<file path="src/rtl/ums_pkg.sv">
/*
 * Package for the modem line status block: register addresses, field
 * positions, reset values and the APB carrier structs.
 * Assumes a 32-bit APB3 master with full-word accesses.
 */
package ums_pkg;

	localparam logic [31:0] UMS_MLC_ADDR = 32'h40008010;
	localparam logic [31:0] UMS_STATUS_ADDR = 32'h40008018;

	// Status register fields
	localparam int UMS_CHG_LSB = 0;
	localparam int UMS_LVL_LSB = 4;
	// Line index, same order for change and level fields
	localparam int UMS_CTS = 0;
	localparam int UMS_DSR = 1;
	localparam int UMS_RI = 2;
	localparam int UMS_DCD = 3;

	// Modem line control fields
	localparam int UMS_MLC_DSR_SRC = 0;
	localparam int UMS_MLC_CTS_SRC = 1;
	localparam int UMS_MLC_RI_SRC = 2;
	localparam int UMS_MLC_DCD_SRC = 3;
	localparam int UMS_MLC_LOOP = 4;
	localparam logic [4:0] UMS_MLC_RST = 5'h00;

	localparam logic [3:0] UMS_CHG_RST = 4'h0;
	localparam logic [1:0] UMS_WARM_DONE = 2'h3;

	typedef struct packed {
		logic [31:0] paddr;
		logic psel;
		logic penable;
		logic pwrite;
		logic [31:0] pwdata;
	} ums_apb_req_t;

	typedef struct packed {
		logic [31:0] prdata;
		logic pready;
		logic pslverr;
	} ums_apb_rsp_t;

	typedef struct packed {
		logic meta;
		logic stable;
	} ums_sync_t;

endpackage : ums_pkg

</file>
<file path="src/rtl/ums_modem_status.sv">
/*
 * Modem line status block of a UART with an APB3 slave holding the
 * status register and the modem line control register (loopback source).
 * Assumes modem inputs are asynchronous pins; APB on clk.
 */
// Summary of operation
// - The status register is read-only and its change flags clear after a software read of it.
// - Bit 0 sets on any change of the clear-to-send input and clears on a status read.
// - Bit 1 sets on any change of the data-set-ready input and clears on a status read.
// - Bit 2 sets only on a low-to-high ring input transition and clears on a status read.
// - Bit 3 sets on any change of the carrier-detect input and clears on a status read.
// - The clear-to-send level is the inverted pin, or control bit 1 in loopback.
// - The data-set-ready level is the inverted pin, or control bit 0 in loopback.
// - The ring level is the inverted pin, or control bit 2 in loopback.
// - The carrier-detect level is the inverted pin, or control bit 3 in loopback.
// - Level bits sit at 4 to 7 as clear-to-send, data-set-ready, ring, carrier-detect.
`timescale 1ns/100ps
module ums_modem_status (
	input wire logic clk,
	input wire logic sys_rst,
	input ums_pkg::ums_apb_req_t apbReq,
	output ums_pkg::ums_apb_rsp_t apbRsp,
	input wire logic clearToSendIn,
	input wire logic setReadyIn,
	input wire logic ringIn,
	input wire logic carrierIn,
	output logic [3:0] modemCtrl
);
	import ums_pkg::*;

	typedef struct packed {
		logic [4:0] mlc;
		logic [3:0] chg;
		logic [3:0] prevIn;
		logic [1:0] warm;
		ums_apb_rsp_t rsp;
	} ums_state_t;

	ums_state_t st_r;
	ums_state_t st_nxt;

	logic [3:0] pinRaw;
	logic [3:0] pinSync;
	logic [3:0] inEff;
	logic [3:0] edgeSeen;
	logic [7:0] statusVal;
	logic loopOn;
	logic armed;
	logic accStart;
	logic accDone;
	logic hitStatus;
	logic hitMlc;
	logic readClr;

	assign pinRaw = {carrierIn, ringIn, setReadyIn, clearToSendIn};

	genvar gi;
	generate
		for (gi = 0; gi < 4; gi++) begin : g_sync
			ums_line_sync u_sync (
				.clk(clk),
				.sys_rst(sys_rst),
				.lineIn(pinRaw[gi]),
				.lineSync(pinSync[gi])
			);
		end
	endgenerate

	always_comb begin
		loopOn = st_r.mlc[UMS_MLC_LOOP];
		// Pin polarity; loopback feeds the inverse so level bits equal control bits
		if (loopOn) begin
			inEff[UMS_CTS] = ~st_r.mlc[UMS_MLC_CTS_SRC];
			inEff[UMS_DSR] = ~st_r.mlc[UMS_MLC_DSR_SRC];
			inEff[UMS_RI] = ~st_r.mlc[UMS_MLC_RI_SRC];
			inEff[UMS_DCD] = ~st_r.mlc[UMS_MLC_DCD_SRC];
		end else begin
			inEff = pinSync;
		end
		// Hold off until the synchronisers hold real pin values
		armed = (st_r.warm == UMS_WARM_DONE);
		edgeSeen = armed ? (inEff ^ st_r.prevIn) : 4'h0;
		edgeSeen[UMS_RI] = armed & inEff[UMS_RI] & ~st_r.prevIn[UMS_RI];
		statusVal = {~inEff, st_r.chg};
	end

	always_comb begin
		accStart = apbReq.psel & apbReq.penable & ~st_r.rsp.pready;
		accDone = apbReq.psel & apbReq.penable & st_r.rsp.pready;
		hitStatus = (apbReq.paddr == UMS_STATUS_ADDR);
		hitMlc = (apbReq.paddr == UMS_MLC_ADDR);
		readClr = accDone & ~apbReq.pwrite & hitStatus;

		st_nxt = st_r;
		st_nxt.prevIn = inEff;
		st_nxt.warm = armed ? st_r.warm : st_r.warm + 2'h1;
		// Clear only what the read returned, so a change after the capture survives
		st_nxt.chg = (st_r.chg & ~(readClr ? st_r.rsp.prdata[3:0] : 4'h0)) | edgeSeen;

		st_nxt.rsp.pready = accStart;
		if (accStart) begin
			st_nxt.rsp.pslverr = ~(hitStatus | hitMlc);
			if (apbReq.pwrite) begin
				st_nxt.rsp.prdata = 32'h00000000;
			end else if (hitStatus) begin
				st_nxt.rsp.prdata = {24'h000000, statusVal};
			end else if (hitMlc) begin
				st_nxt.rsp.prdata = {27'h0000000, st_r.mlc};
			end else begin
				st_nxt.rsp.prdata = 32'h00000000;
			end
		end else if (accDone) begin
			st_nxt.rsp.pslverr = 1'b0;
		end
		// Writes to the status address are ignored without error
		if (accDone & apbReq.pwrite & hitMlc) begin
			st_nxt.mlc = apbReq.pwdata[4:0];
		end
	end

	always_ff @(posedge clk) begin
		if (sys_rst) begin
			st_r <= '{mlc: UMS_MLC_RST, chg: UMS_CHG_RST, prevIn: 4'h0, warm: 2'h0,
				rsp: '{prdata: 32'h00000000, pready: 1'b0, pslverr: 1'b0}};
		end else begin
			st_r <= st_nxt;
		end
	end

	assign apbRsp = st_r.rsp;
	assign modemCtrl = st_r.mlc[3:0];
endmodule : ums_modem_status

</file>
<file path="src/rtl/ums_line_sync.sv">
/*
 * Two-flop synchroniser for one asynchronous modem line.
 * Assumes the line is a slow level from a pin, no glitch filtering.
 */
`timescale 1ns/100ps
module ums_line_sync (
	input wire logic clk,
	input wire logic sys_rst,
	input wire logic lineIn,
	output logic lineSync
);
	import ums_pkg::*;

	ums_sync_t st_r;
	ums_sync_t st_nxt;

	always_comb begin
		st_nxt.meta = lineIn;
		// Only the second stage looks at the first
		st_nxt.stable = st_r.meta;
	end

	always_ff @(posedge clk) begin
		if (sys_rst) begin
			st_r <= '{meta: 1'b0, stable: 1'b0};
		end else begin
			st_r <= st_nxt;
		end
	end

	assign lineSync = st_r.stable;

endmodule : ums_line_sync

</file>
<file path="config.mk">
export PLATFORM = sky130hd
export DESIGN_NAME = ums_modem_status
export DESIGN_NICKNAME = d
export VERILOG_FILES = /design/src/rtl/ums_pkg.sv /design/src/rtl/ums_modem_status.sv /design/src/rtl/ums_line_sync.sv
export SDC_FILE = /design/constraint.sdc
export NUM_CORES = 1
export LEC_CHECK = 0
export BUFFER_PORTS_ARGS = -buffer_cell sky130_fd_sc_hd__buf_2
export CELL_PAD_IN_SITES_DETAIL_PLACEMENT = 1
export CELL_PAD_IN_SITES_GLOBAL_PLACEMENT = 1
export CORE_UTILIZATION = 30
export DETAILED_ROUTE_END_ITERATION = 10
export GPL_TIMING_DRIVEN = 0
export PLACE_DENSITY_LB_ADDON = 0.12
export SYNTH_ARGS = -nofsm -noshare
export SYNTH_HDL_FRONTEND = slang
export SYNTH_SLANG_ARGS = --single-unit
</file>
<file path="constraint.sdc">
create_clock -name clk -period 2.56 [get_ports clk]
set_clock_uncertainty 0.2 [all_clocks]
set_input_delay 0.256 -clock clk [delete_from_list [all_inputs] [get_ports clk]]
set_output_delay 0.256 -clock clk [all_outputs]
set_load 0.1 [all_outputs]
</file>
After elaboration in Yosys (flattened, before gate mapping)
Cells that the tools add are included.
- muxes and demuxes: 8
- reduce and logical (&&, ||, !) cells: 1
- add/subtract/negate cells: 1
- equal/unequal tests: 3
- bitwise logic cells: 23
- operators by type and width (cell ; number):
    32-bit by 31-bit equality test with 1-bit output (second input constant) ; 2
    8-bit two-way mux ; 2
    4-bit two-way mux ; 3
    1-bit bitwise AND ; 9
    1-bit inverter ; 8
    4-bit inverter ; 2
    5-bit two-way mux ; 1
    4-bit bitwise AND ; 1
    4-bit bitwise OR ; 1
    4-bit XOR ; 1
    2-bit by 1-bit adder with 2-bit output (second input constant) ; 1
    2-bit equality test (second input constant) ; 1
    1-bit two-way mux ; 2
    2-bit nonzero test ; 1
    1-bit bitwise OR ; 1
- register bits after elaboration: 57
- output and inout port bits: 38
- input port bits: 73

Logic depth before layout (Yosys ltp)
- depth after elaboration: 8
- gate-level depth with buffers: 5
- mapped depth without buffers: 4

By module
A second synthesis with hierarchy kept.
- cell total of the unflattened synthesis: 191
- area total of the unflattened synthesis: 1798.0 um^2
- modules (own cells, without submodules) (module ; times used ; cells each ; area each (um^2)):
    ums_modem_status ; 1 ; 175 ; 1587.8
    ums_line_sync ; 4 ; 4 ; 52.6

Worst setup path before layout
OpenSTA, ideal clock, no wires.
- kind: input port to flip-flop
- start point: input apbReq[43] in the netlist's numbering
- end point: register st_r (netlist bit apbRsp[7])
- required time: 2.293 ns
- cell stages on the path: 5
- path buffers: 1
- arrival: 1.540 ns
- path slack: 0.753 ns
- path through: nor4_2 nand4_2 or4b_4 buf_6 o21ai_2
- longest elaborated chain between the ends: 3
- ends and longest elaborated chain (what ; RTL line ; text):
    start: declaration ; ums_modem_status.sv:21 ; input ums_pkg::ums_apb_req_t apbReq,
    32-bit by 31-bit equality test with 1-bit output ; ums_modem_status.sv:90 ; hitStatus = (apbReq.paddr == UMS_STATUS_ADDR);
    8-bit two-way mux ; ums_modem_status.sv:105 ; end else if (hitStatus) begin
    8-bit two-way mux ; ums_modem_status.sv:103 ; if (apbReq.pwrite) begin
    end signal: assignment ; ums_modem_status.sv:123 ; st_r <= '{mlc: UMS_MLC_RST, chg: UMS_CHG_RST, prevIn: 4'h0, warm: 2'h0,
    end signal: assignment ; ums_modem_status.sv:126 ; st_r <= st_nxt;
    end: declaration ; ums_modem_status.sv:39 ; ums_state_t st_r;
No other way between the ends.
A chain may end at the register's enable or synchronous reset.

==> results.sh <==
export IMPL_cts_made_buffers=5
export IMPL_die_w_um=78.6
export IMPL_rows=27
export IMPL_cp_max_fo=8
export IMPL_worst_pin_slew_ns=0.594
export IMPL_route_vias_total=1475
export IMPL_drtAntennaViolNets=0
export IMPL_port_buffers=58
export IMPL_use_met3=0.0395
export IMPL_core_um2=5570
export IMPL_drt_iter0_drc=28
export IMPL_relSlewSlack=0.602
export IMPL_power_density_nw_per_um2=524
export IMPL_gp_congestion=0.716
export IMPL_cp_start_kind="input port"
export IMPL_first_pass_iters=4
export IMPL_grt_pass1_vias=1485
export IMPL_htree_levels=2
export IMPL_grt_use_met1=0.151
export IMPL_clkLatencyLatePin_ns=0.28
export IMPL_endpoint_kind="flip-flop"
export IMPL_place_ws_ns=0.480
export IMPL_grt_pass1_wl_mm=6.50
export IMPL_ys_ff_latch=33
export IMPL_clockBufferDepth=2
export IMPL_antenna_found_initial=0
export IMPL_drc=0
export IMPL_layout_drive_gt1_share=0.432
export IMPL_clockRootBuffer="clkbuf_8"
export IMPL_synth_edf_count=0
export IMPL_area_growth_syn_to_layout_pct=34.3
export IMPL_holdPathStages=3
export IMPL_cts_repair_resized=0
export IMPL_synth_area_um2=1760
export IMPL_finalHoldViolations=0
export IMPL_path_clk_slew_ns=0.06
export IMPL_path_class="input port to flip-flop"
export IMPL_use_met2=0.237
export IMPL_clkSinkCount=33
export IMPL_fin_setup_tns_ns=0
export IMPL_status="complete, no violations"
export IMPL_filler_cell_count=704
export IMPL_die_area_um2=6170
export IMPL_hp_class="input port to flip-flop"
export IMPL_track_usage=0.135
export IMPL_grt_max_degree=11
export IMPL_cp_arrival_ns=1.92
export IMPL_top_usage_layer="met2"
export IMPL_io_pins=111
export IMPL_fp_dieH_um=78.6
export IMPL_synth_seq_area_share=0.376
export IMPL_avgRoutedWirePerCell_um=10.6
export IMPL_final_cell_mix="buf_2 (59), buf_4 (38), dfxtp_1 (33)"
export IMPL_setup_viol=0
export IMPL_viasPerCell=4.13
export IMPL_rrSetupSlack_ns=0.84
export IMPL_leakage_nw=1.14
export IMPL_initial_core_util=0.315
export IMPL_max_cap_violations=0
export IMPL_synth_ff_type="dfxtp_1"
export IMPL_num_antenna_cells=0
export IMPL_wl_mm=3.79
export IMPL_clock_fmax_ghz=0.525
export IMPL_yosysWarnings=0
export IMPL_r2r_cells=4
export IMPL_min_period_ns=1.91
export IMPL_syn_area_per_cell_um2=9.16
export IMPL_worst_slack_ns=0.653
export IMPL_layout_commonest_cell="buf_2"
export IMPL_synth_cells=192
export IMPL_finalNetCount=359
export IMPL_min_period_over_period=0.745
export IMPL_rsz0062_at_grt="false"
export IMPL_hpwl_mm=3.10
export IMPL_hold_buffers=5
export IMPL_async_flop_share=0
export IMPL_yosysUniqueCellTypes=33
export IMPL_cp_required_ns=2.58
export IMPL_finalMaxSlewViolations=0
export IMPL_cts_tree="done"
export IMPL_grt_overflow_total=0
export IMPL_post_cts_setup_buffer_count=0
export IMPL_peakVddDrop_uv=285
-- Yosys cell counts (2+ instances only) --
cell / instances / area share
nor3_1: 3 / 0.0085
nand2b_1: 11 / 0.039
clkbuf_1: 4 / 0.0085
nor4b_2: 2 / 0.017
a21oi_1: 4 / 0.011
o21ai_2: 8 / 0.040
nand2_1: 13 / 0.028
dfxtp_1: 33 / 0.38
buf_4: 38 / 0.16
nor4_2: 4 / 0.028
mux2i_1: 11 / 0.063
o21ai_0: 6 / 0.017
nand3_1: 7 / 0.020
or3_1: 2 / 0.0071
o31ai_1: 3 / 0.013
nor2b_1: 15 / 0.053
nand4_2: 2 / 0.014
inv_1: 2 / 0.0043
nor2_1: 10 / 0.021
-- state kept, by name, indices dropped and copies added, names as in the netlist --
register                flops
modemCtrl                   4
loopOn                      1
st_r                       10
g_sync.u_sync.st_nxt        4
apbRsp                     10
g_sync.u_sync.lineSync      4
-- metrics by stage --
step / hold slack [ns] / std cells / power [mW] / util / instance area [um2]
finish: 0.0298 / 357 / 1.24 / 0.424 / 2360
global route: 0.0332 / 357 / 1.30 / 0.424 / 2360
CTS: 0.0201 / 357 / 1.26 / 0.424 / 2360
detailed placement: 0.225 / 345 / 0.853 / 0.399 / 2220
global placement: 0.216 / 345 / 0.849 / 0.399 / 2220
floorplan: 0.140 / 215 / 0.799 / - / 1840
-- worst max-delay path, stage by stage --
cell	delay, ns
dlygate4sd3_1	0.53
buf_2	0.15
nor3_1	0.21
or4b_4	0.49
buf_6	0.16
o21ai_2	0.12
-- where the power goes --
part           internal, mW  total [mW]  switching, mW
logic                0.0870       0.307          0.220
registers             0.532       0.540        0.00808
clock network         0.213       0.390          0.177
total                 0.832        1.24          0.405
-- final cells by class --
class / count / area, um2 / share of cell area
tap: 72 / 90.1 / 0.0382
buffer: 44 / 317 / 0.134
multi-input combinational: 136 / 860 / 0.364
timing repair buffer: 63 / 340 / 0.144
sequential: 33 / 661 / 0.280
inverter: 2 / 7.51 / 0.00318
clock buffer: 7 / 86.3 / 0.0366
-- layer usage --
metal  vias up  part of all wire
met2        46              0.47
met1       649              0.44
li1        774                 -
met5         -                 0
met3         6             0.067
met4         0             0.016
-- path summary, 6_finish.rpt --
path | start | endpoint
worst max-delay path | sys_rst | apbRsp[3]
worst max register to register | apbRsp[1] | loopOn
worst min register to register | g_sync[0].u_sync.st_nxt[0] | g_sync[0].u_sync.lineSync
worst min-delay path | apbReq[1] | modemCtrl[1]
-- kinds of logic after synthesis --
logic type	Yosys count	share of synthesized area
AOI/OAI and AO/OA	22	0.0861
and+or+nand+nor	77	0.277
xor gates and xnor gates	1	0.00498
buffers and inverters	46	0.184
adders and majority gates	1	0.00712
muxes	11	0.0626
other	1	0.00213
DFF	33	0.376
Note: power is estimated with default switching activity, not from simulation.
